[config.mk]
export PLATFORM = sky130hd
export DESIGN_NAME = sdt_timer
export DESIGN_NICKNAME = d
export VERILOG_FILES = /design/src/sdt_pkg.sv /design/src/sdt_timer.sv
export SDC_FILE = /design/constraint.sdc
export NUM_CORES = 1
export LEC_CHECK = 0
export BUFFER_PORTS_ARGS = -buffer_cell sky130_fd_sc_hd__buf_4
export CAP_MARGIN = 5
export CELL_PAD_IN_SITES_DETAIL_PLACEMENT = 0
export CELL_PAD_IN_SITES_GLOBAL_PLACEMENT = 1
export CORE_MARGIN = 1.5
export CORE_UTILIZATION = 35
export CTS_CLUSTER_SIZE = 8
export DETAILED_ROUTE_END_ITERATION = 10
export GPL_TIMING_DRIVEN = 0
export PLACE_DENSITY = 0.73
export SLEW_MARGIN = 20
export SYNTH_ARGS = -nofsm -noshare
export SYNTH_HDL_FRONTEND = slang
export SYNTH_SLANG_ARGS = --single-unit
[constraint.sdc]
create_clock -name mclk -period 3.78 [get_ports mclk]
set_input_delay 0.945 -clock mclk [delete_from_list [all_inputs] [get_ports mclk]]
set_output_delay 0.945 -clock mclk [all_outputs]
set_load 0.1 [all_outputs]
[src/sdt_pkg.sv]
// sdt_pkg: register offsets, field positions, reset values and carrier types
// for the split dual byte timer control block.
// assumes one byte-wide register port per cycle and a 40 MHz mclk.
`default_nettype none
package sdt_pkg;
  // register offsets
  localparam logic [5:0] OFS_PRESC_EN  = 6'h00;
  localparam logic [5:0] OFS_CH_OE     = 6'h01;
  localparam logic [5:0] OFS_CH_IDLE   = 6'h02;
  localparam logic [5:0] OFS_SPLIT     = 6'h03;
  localparam logic [5:0] OFS_CMD_CLR   = 6'h04;
  localparam logic [5:0] OFS_CMD_SET   = 6'h05;
  localparam logic [5:0] OFS_INT_EN    = 6'h0A;
  localparam logic [5:0] OFS_INT_FLAG  = 6'h0B;
  localparam logic [5:0] OFS_LOW_CNT   = 6'h20;
  localparam logic [5:0] OFS_HIGH_CNT  = 6'h21;
  localparam logic [5:0] OFS_LOW_PER   = 6'h26;
  localparam logic [5:0] OFS_HIGH_PER  = 6'h27;
  localparam logic [5:0] OFS_LOW_CMP0  = 6'h28;
  localparam logic [5:0] OFS_HIGH_CMP0 = 6'h29;
  localparam logic [5:0] OFS_CMP_STEP  = 6'h02;

  // field positions
  localparam int NUM_CH        = 3;
  localparam int ENABLE_BIT    = 0;
  localparam int PRESC_LSB     = 1;
  localparam int SPLIT_BIT     = 0;
  localparam int CMD_LSB       = 2;
  localparam int HIGH_CH_LSB   = 4;
  localparam int LOW_UNF_BIT   = 0;
  localparam int HIGH_UNF_BIT  = 1;
  localparam int LOW_CMP_LSB   = 4;

  // masks and reset values
  localparam logic [7:0] PRESC_EN_MASK = 8'h0F;
  localparam logic [7:0] CH_MASK       = 8'h77;
  localparam logic [7:0] SPLIT_MASK    = 8'h01;
  localparam logic [7:0] STAT_MASK     = 8'h03;
  localparam logic [7:0] INT_MASK      = 8'h73;
  localparam logic [7:0] CTRL_RESET    = 8'h00;
  localparam logic [7:0] CNT_RESET     = 8'h00;
  localparam logic [7:0] PER_RESET     = 8'hFF;
  localparam logic [7:0] CMP_RESET     = 8'h00;
  localparam logic [9:0] PRESC_RESET   = 10'h000;

  // commands in the command field
  typedef enum logic [1:0] {
    SDT_CMD_NONE,
    SDT_CMD_UPDATE,
    SDT_CMD_RESTART,
    SDT_CMD_HARD_RESET
  } sdt_cmd_t;

  // one register access request
  typedef struct packed {
    logic       wr;
    logic       rd;
    logic [5:0] addr;
    logic [7:0] wdata;
  } sdt_reg_req_t;
endpackage : sdt_pkg
`default_nettype wire

[src/sdt_timer.sv]
// sdt_timer: split mode control of a timer as two 8-bit down-counters,
// three compare channels each, command pair, flags and interrupt request.
// assumes register requests and port values synchronous to mclk.
`default_nettype none
module sdt_timer (
  input  wire logic                 mclk,
  input  wire logic                 rst,
  input  wire sdt_pkg::sdt_reg_req_t reg_req,
  output logic [7:0]                reg_rdata,
  input  wire logic [5:0]           port_out_value,
  output logic [5:0]                waveform_pin,
  output logic                      irq
);

  // prescaler bit mask: tick when all masked bits of the count are one
  function automatic logic [9:0] presc_mask(input logic [2:0] code);
    case (code)
      3'h0:    presc_mask = 10'h000;
      3'h1:    presc_mask = 10'h001;
      3'h2:    presc_mask = 10'h003;
      3'h3:    presc_mask = 10'h007;
      3'h4:    presc_mask = 10'h00F;
      3'h5:    presc_mask = 10'h03F;
      3'h6:    presc_mask = 10'h0FF;
      default: presc_mask = 10'h3FF;
    endcase
  endfunction : presc_mask

  // write strobe for one offset
  function automatic logic wr_at(input sdt_pkg::sdt_reg_req_t r, input logic [5:0] ofs);
    wr_at = r.wr && (r.addr == ofs);
  endfunction : wr_at

  // register state
  logic [7:0] presc_en_reg;
  logic [7:0] ch_oe_reg;
  logic [7:0] ch_idle_reg;
  logic [7:0] split_reg;
  logic [7:0] stat_reg;
  logic [7:0] int_en_reg;
  logic [7:0] flag_reg;
  logic [7:0] low_cnt_reg;
  logic [7:0] high_cnt_reg;
  logic [7:0] low_per_reg;
  logic [7:0] high_per_reg;
  logic [9:0] presc_reg;
  logic [5:0] wave_reg;
  logic [5:0] pin_reg;
  logic [7:0] rdata_reg;

  // next values of the state
  logic [7:0] stat_next;
  logic [7:0] flag_next;
  logic [7:0] low_cnt_next;
  logic [7:0] high_cnt_next;
  logic [9:0] presc_next;
  logic [5:0] wave_next;
  logic [5:0] pin_next;
  logic [7:0] rd_word;
  logic [7:0] rdata_next;

  // decoded controls and events
  wire logic [2:0] prescale_select;
  wire logic       enabled;
  wire logic       dual_byte_select;
  wire logic       run;
  wire logic [9:0] pmask;
  wire logic       tick;
  wire logic       cmd_clr_wr;
  wire logic       cmd_set_wr;
  wire logic       cmd_wr;
  wire sdt_pkg::sdt_cmd_t cmd;
  wire logic       do_restart;
  wire logic       do_hard;
  wire logic       wr_low_cnt;
  wire logic       wr_high_cnt;
  wire logic       low_unf;
  wire logic       high_unf;
  wire logic [2:0] low_match;
  wire logic [2:0] low_wave;
  wire logic [2:0] high_wave;
  wire logic [5:0] ch_oe;
  wire logic [5:0] ch_idle;
  wire logic [7:0] flag_set;
  wire logic [7:0] flag_clr;
  wire logic [7:0] stat_set;
  wire logic [7:0] stat_clr;
  logic [7:0] cmp_rd [sdt_pkg::NUM_CH];
  logic [7:0] cmp_rd_all;

  // control field decode
  assign prescale_select  = presc_en_reg[sdt_pkg::PRESC_LSB +: 3];
  assign enabled          = presc_en_reg[sdt_pkg::ENABLE_BIT];
  assign dual_byte_select = split_reg[sdt_pkg::SPLIT_BIT];
  // run gating by enable and split
  assign run              = enabled && dual_byte_select;
  assign pmask            = presc_mask(prescale_select);
  assign tick             = run && ((presc_reg & pmask) == pmask);

  // command pair decode
  assign cmd_clr_wr = wr_at(reg_req, sdt_pkg::OFS_CMD_CLR);
  assign cmd_set_wr = wr_at(reg_req, sdt_pkg::OFS_CMD_SET);
  assign cmd_wr     = cmd_clr_wr || cmd_set_wr;
  assign cmd        = sdt_pkg::sdt_cmd_t'(reg_req.wdata[sdt_pkg::CMD_LSB +: 2]);
  // restart always, hard reset only while disabled
  assign do_restart = cmd_wr && (cmd == sdt_pkg::SDT_CMD_RESTART);
  // a hard reset while running is dropped, the counters keep going
  assign do_hard    = cmd_wr && (cmd == sdt_pkg::SDT_CMD_HARD_RESET) && !enabled;

  // counter events
  assign wr_low_cnt  = wr_at(reg_req, sdt_pkg::OFS_LOW_CNT);
  assign wr_high_cnt = wr_at(reg_req, sdt_pkg::OFS_HIGH_CNT);
  assign low_unf     = tick && (low_cnt_reg == sdt_pkg::CNT_RESET) && !wr_low_cnt;
  assign high_unf    = tick && (high_cnt_reg == sdt_pkg::CNT_RESET) && !wr_high_cnt;

  // per-channel compare registers, match and waveform compare
  genvar n;
  generate
    for (n = 0; n < sdt_pkg::NUM_CH; n++) begin : g_ch
      // byte offsets of this channel's compares
      localparam logic [5:0] L_OFS = 6'(sdt_pkg::OFS_LOW_CMP0 + sdt_pkg::OFS_CMP_STEP * n);
      localparam logic [5:0] H_OFS = 6'(sdt_pkg::OFS_HIGH_CMP0 + sdt_pkg::OFS_CMP_STEP * n);
      logic [7:0] low_cmp_reg;
      logic [7:0] high_cmp_reg;
      // compare value storage, hard reset restores zero
      always_ff @(posedge mclk) begin
        if (rst || do_hard) begin
          low_cmp_reg  <= sdt_pkg::CMP_RESET;
          high_cmp_reg <= sdt_pkg::CMP_RESET;
        end else begin
          if (wr_at(reg_req, L_OFS)) low_cmp_reg <= reg_req.wdata;
          if (wr_at(reg_req, H_OFS)) high_cmp_reg <= reg_req.wdata;
        end
      end
      // compare against own byte counter, waveform continuously, low match only on a tick
      assign low_match[n] = tick && (low_cnt_reg == low_cmp_reg);
      assign low_wave[n]  = low_cnt_reg < low_cmp_reg;
      assign high_wave[n] = high_cnt_reg < high_cmp_reg;
      assign cmp_rd[n]    = (reg_req.addr == L_OFS) ? low_cmp_reg :
                            (reg_req.addr == H_OFS) ? high_cmp_reg : 8'h00;
    end
  endgenerate

  // merge compare read values
  always_comb begin
    cmp_rd_all = 8'h00;
    for (int i = 0; i < sdt_pkg::NUM_CH; i++) begin
      cmp_rd_all = cmp_rd_all | cmp_rd[i];
    end
  end

  // prescaler restarts on restart command or while stopped
  assign presc_next = (do_restart || do_hard || !run) ? sdt_pkg::PRESC_RESET
                                                      : presc_reg + 10'h001;

  // write first, then clear, then count or reload from period
  assign low_cnt_next  = wr_low_cnt ? reg_req.wdata :
                         (do_restart || do_hard) ? sdt_pkg::CNT_RESET :
                         !tick ? low_cnt_reg :
                         (low_cnt_reg == sdt_pkg::CNT_RESET) ? low_per_reg :
                         low_cnt_reg - 8'h01;
  // same priority on the high byte
  assign high_cnt_next = wr_high_cnt ? reg_req.wdata :
                         (do_restart || do_hard) ? sdt_pkg::CNT_RESET :
                         !tick ? high_cnt_reg :
                         (high_cnt_reg == sdt_pkg::CNT_RESET) ? high_per_reg :
                         high_cnt_reg - 8'h01;

  // flag layout: compare matches in 6:4, underflows in 1:0
  // sticky flags, set wins over a write-one clear
  assign flag_set  = {1'b0, low_match, 2'b00, high_unf, low_unf};
  assign flag_clr  = wr_at(reg_req, sdt_pkg::OFS_INT_FLAG) ? reg_req.wdata : 8'h00;
  assign flag_next = do_hard ? sdt_pkg::CTRL_RESET
                             : ((flag_reg & ~flag_clr) | flag_set) & sdt_pkg::INT_MASK;

  // status bits set and cleared one by one
  assign stat_set  = cmd_set_wr ? reg_req.wdata : 8'h00;
  assign stat_clr  = cmd_clr_wr ? reg_req.wdata : 8'h00;
  // only one of the pair is written per cycle, so set and clear never meet
  assign stat_next = do_hard ? sdt_pkg::CTRL_RESET :
                     ((stat_reg | stat_set) & ~stat_clr) & sdt_pkg::STAT_MASK;

  // channel bits gathered low channels first, then high channels
  assign ch_oe   = {ch_oe_reg[sdt_pkg::HIGH_CH_LSB +: 3], ch_oe_reg[2:0]};
  assign ch_idle = {ch_idle_reg[sdt_pkg::HIGH_CH_LSB +: 3], ch_idle_reg[2:0]};
  // idle values load the generator while disabled
  assign wave_next = do_hard ? 6'h00 :
                     enabled ? {high_wave, low_wave} :
                     ch_idle;
  // enabled channels override the port value
  assign pin_next  = (ch_oe & wave_reg) | (~ch_oe & port_out_value);

  // read mux, shared status and zero command field
  always_comb begin
    case (reg_req.addr)
      sdt_pkg::OFS_PRESC_EN: rd_word = presc_en_reg;
      sdt_pkg::OFS_CH_OE:    rd_word = ch_oe_reg;
      sdt_pkg::OFS_CH_IDLE:  rd_word = ch_idle_reg;
      sdt_pkg::OFS_SPLIT:    rd_word = split_reg;
      sdt_pkg::OFS_CMD_CLR:  rd_word = stat_reg;
      sdt_pkg::OFS_CMD_SET:  rd_word = stat_reg;
      sdt_pkg::OFS_INT_EN:   rd_word = int_en_reg;
      sdt_pkg::OFS_INT_FLAG: rd_word = flag_reg;
      sdt_pkg::OFS_LOW_CNT:  rd_word = low_cnt_reg;
      sdt_pkg::OFS_HIGH_CNT: rd_word = high_cnt_reg;
      sdt_pkg::OFS_LOW_PER:  rd_word = low_per_reg;
      sdt_pkg::OFS_HIGH_PER: rd_word = high_per_reg;
      default:               rd_word = cmp_rd_all;
    endcase
  end
  // read data is held between reads
  assign rdata_next = reg_req.rd ? rd_word : rdata_reg;

  // software control registers
  always_ff @(posedge mclk) begin
    if (rst) begin
      presc_en_reg <= sdt_pkg::CTRL_RESET;
      ch_oe_reg    <= sdt_pkg::CTRL_RESET;
      ch_idle_reg  <= sdt_pkg::CTRL_RESET;
      split_reg    <= sdt_pkg::CTRL_RESET;
      int_en_reg   <= sdt_pkg::CTRL_RESET;
    end else if (reg_req.wr) begin
      if (reg_req.addr == sdt_pkg::OFS_PRESC_EN)
        presc_en_reg <= reg_req.wdata & sdt_pkg::PRESC_EN_MASK;
      if (reg_req.addr == sdt_pkg::OFS_CH_OE)
        ch_oe_reg    <= reg_req.wdata & sdt_pkg::CH_MASK;
      if (reg_req.addr == sdt_pkg::OFS_CH_IDLE)
        ch_idle_reg  <= reg_req.wdata & sdt_pkg::CH_MASK;
      if (reg_req.addr == sdt_pkg::OFS_SPLIT)
        split_reg    <= reg_req.wdata & sdt_pkg::SPLIT_MASK;
      if (reg_req.addr == sdt_pkg::OFS_INT_EN)
        int_en_reg   <= reg_req.wdata & sdt_pkg::INT_MASK;
    end
  end

  // period registers hold each counter top
  always_ff @(posedge mclk) begin
    if (rst || do_hard) begin
      low_per_reg  <= sdt_pkg::PER_RESET;
      high_per_reg <= sdt_pkg::PER_RESET;
    end else begin
      if (wr_at(reg_req, sdt_pkg::OFS_LOW_PER))  low_per_reg  <= reg_req.wdata;
      if (wr_at(reg_req, sdt_pkg::OFS_HIGH_PER)) high_per_reg <= reg_req.wdata;
    end
  end

  // counting state, flags, waveform and read data
  always_ff @(posedge mclk) begin
    if (rst) begin
      presc_reg    <= sdt_pkg::PRESC_RESET;
      low_cnt_reg  <= sdt_pkg::CNT_RESET;
      high_cnt_reg <= sdt_pkg::CNT_RESET;
      flag_reg     <= sdt_pkg::CTRL_RESET;
      stat_reg     <= sdt_pkg::CTRL_RESET;
      wave_reg     <= 6'h00;
      pin_reg      <= 6'h00;
      rdata_reg    <= 8'h00;
    end else begin
      presc_reg    <= presc_next;
      low_cnt_reg  <= low_cnt_next;
      high_cnt_reg <= high_cnt_next;
      flag_reg     <= flag_next;
      stat_reg     <= stat_next;
      wave_reg     <= wave_next;
      pin_reg      <= pin_next;
      rdata_reg    <= rdata_next;
    end
  end

  // outputs straight from flip-flops, irq from two registers
  assign reg_rdata    = rdata_reg;
  assign waveform_pin = pin_reg;
  // request while any enabled flag stands
  assign irq          = |(flag_reg & int_en_reg);

endmodule : sdt_timer
`default_nettype wire

==> results.toml <==
[power]
power.density_nw_per_um2 = 391
peakVddDrop_v = 0.000299
p_switching_mw = 1.01
pwr-share-seq_pct = 42.8
p_leak_nw = 3.52
p_total_mw = 3.50
power.share.switching_pct = 28.9
p_int_mw = 2.49
comb_power_share_pct = 9.9
p_clk_share_pct = 47.3

[place]
place_congestion = 0.950
hpwl_um = 21600
numPortBuffers = 30

[timing]
whs_ps = 484
fin_skew_ps = 7.51
rsz0062_at_grt = "no"
fin_crit_sh_pct = 84.4
slew_violations = 0
setup_tns_ps = 0
final.min_clock_period_ps = 3190
relSlewSlack_pct = 28.9
worst_pin_slew_ps = 1060
fmax_ghz = 0.314
hold_violations = 0
setup_violations = 0

[setup_path]
end_kind = "flip-flop"
crit_chain = "buf_4 > clkbuf_1 > nor3_1 > and2_1 > clkbuf_1 > a41o_1 > clkbuf_1 > buf_2 > nor2_1"
critPathSlowestCell = "clkbuf_1"
arrival_ps = 3500
crit_buf_inv = 5
cp_max_fo = 10
crit_type = "input pin to flip-flop"
crit_path_frequent_cell = "clkbuf_1"
startpoint_type = "input pin"
cp_slowest_stage_delay_ps = 570
worst-endpoint-required_ps = 4090
critPathTopFamily = "buffers and inverters"

[yosys]
syn_area_per_cell_um2 = 8.33
yosys.area.top_type = "dfxtp_1"
syn-num-nets = 1010
synth-seq-area-share_pct = 35.7
syn_area_um2 = 7800
ys_types = 61
synth-seq-cells = 139
ys_top_cells_by_area = "dfxtp_1 36%, ha_1 8.0%, mux2i_1 7.6%"
synth_edf_count = 0
synth-main-ff-cell = "dfxtp_1"
synth.top_cell.area_share_pct = 35.7
yosys_warnings = 0
async_flop_share_pct = 0
syn-instance-count = 936

[detailed_routing]
drc = 0
wl_um = 29700
ant_nets = 0
wl_per_cell_um = 23.2
viasPerCell = 5.82
num_vias = 7439
dr.pass1.iters = 6
first_iter_violations = 840

[global_routing]
grt_start_max_net_pins = 17
grt_pass1_vias = 6976
grt-ovfl-total = 0
grt_pass1_wl_um = 44500
grt_usage_pct = 25.7
grt_antenna_before_repair = 0

[die]
start_util_pct = 35.7
core_um2 = 21800
die-height_um = 152
rows = 54
io_pins = 39
die_w_um = 152
die-area_um2 = 23200

[clock_tree]
ctsHtreeMaxLevel = 4
cts_root_buf = "clkbuf_16"
clk_path_buf_depth = 2
cts_setup_buffers = 0
cts_tree = "built"
cts_hold_buf = 0
cts_resized = 0
cts_made_buffers = 17
clk_pin_slew_ps = 70
cts.sinks = 139
clk_latency_ps = 430

[layout]
diodes = 0
nFillCells = 2289
layout-drive-gt1-share_pct = 10.1
areaGrowthSynthToFinish_pct = 14.7
nNetsFinal = 1059

[job]
drv_cap = 0

[status]
status = "complete, no violations"

[hold_path]
hp-class = "flip-flop to flip-flop"
-- cell usage in the layout (no fill, tap or decap), types with 6 or more instances in the layout --
master,n
dfxtp_1,139
nor2_1,108
nand2_1,84
nand3_1,82
inv_1,60
mux2i_1,59
ha_1,50
a21oi_1,44
clkbuf_1,41
buf_4,32
a211oi_1,27
a22oi_1,21
o21ai_0,17
clkbuf_16,17
nor3_1,16
o21a_1,14
nand4_1,12
buf_2,10
a211oi_2,10
xnor2_1,10
a221oi_1,9
nor2b_1,7
a311oi_1,7
and2_1,7
o21ai_1,6
xor2_1,6
-- power groups by stage --
stage	Clock [mW]	Combinational, mW	Sequential, mW
2_1_floorplan	0	0.164	1.58
3_3_place_gp	0	0.339	1.53
3_5_place_dp	0	0.339	1.53
4_1_cts	1.66	0.340	1.50
5_1_grt	1.73	0.365	1.50
6_report	1.65	0.346	1.50
-- synthesized netlist by cell type, drive strengths merged, types with 6 or more instances --
master	count
a211oi	37
a21oi	46
a221oi	10
a22oi	21
a311oi	7
and2	7
buf	19
clkbuf	41
dfxtp	139
ha	50
inv	60
mux2i	59
nand2	84
nand3	82
nand4	12
nor2	110
nor2b	7
nor3	17
o21a	14
o21ai	23
xnor2	10
xor2	6
-- tightest hold or removal path, cell delays in order (launching register included) --
cell	delay (ps)
dfxtp_1	330
nand2_1	60
a21oi_1	50
-- final timing paths --
check / startpoint / endpoint / slack, ps / depth (start not counted)
max reg2reg: low_cnt_reg[1] / wave_reg[2] / 1230 / 7
min: g_ch[2].low_cmp_reg[6] / g_ch[2].low_cmp_reg[6] / 480 / 2
min reg2reg: g_ch[2].low_cmp_reg[6] / g_ch[2].low_cmp_reg[6] / 480 / 2
max: reg_req[13] / g_ch[0].low_cmp_reg[3] / 590 / 9
-- stage by stage --
stage | instances | setup slack (ps) | area (um^2) | utilization, %
6_report | 1278 | 591 | 8950 | 41.0
5_1_grt | 1278 | 475 | 8950 | 41.0
4_1_cts | 1278 | 659 | 8950 | 41.0
3_5_place_dp | 1246 | 208 | 8380 | 38.4
3_3_place_gp | 1246 | 173 | 8370 | 38.4
2_1_floorplan | 936 | 975 | 7800 | -
-- final cells by class --
| cell class | count | area [um^2] | area share, % |
|---|---|---|---|
| plain buffers | 60 | 260 | 2.91 |
| clock buffers | 17 | 425 | 4.76 |
| clock inverters | 15 | 141 | 1.58 |
| inverters | 60 | 225 | 2.52 |
| multi-input cells | 677 | 4540 | 50.7 |
| flip-flops and latches | 139 | 2780 | 31.1 |
| well taps | 280 | 350 | 3.92 |
| repair buffers | 30 | 225 | 2.52 |
-- cells by family after synthesis --
group / share of synthesized area (%)
AOI/OAI and AO/OA: 18.6
xor gates and xnor gates: 1.80
adders and majority gates: 8.02
buffers and inverters: 6.23
DFF: 35.7
muxes: 9.16
and+or+nand+nor: 20.5
-- metal layers --
layer	GRT usage (%)	wire length, um	vias to the layer above
met4	11.7	1290	0
met2	37.1	12400	401
met5	0	0	-
met1	36.0	13300	3507
met3	6.17	2620	76
li1	-	-	3455
(Power assumes the default switching activity.)
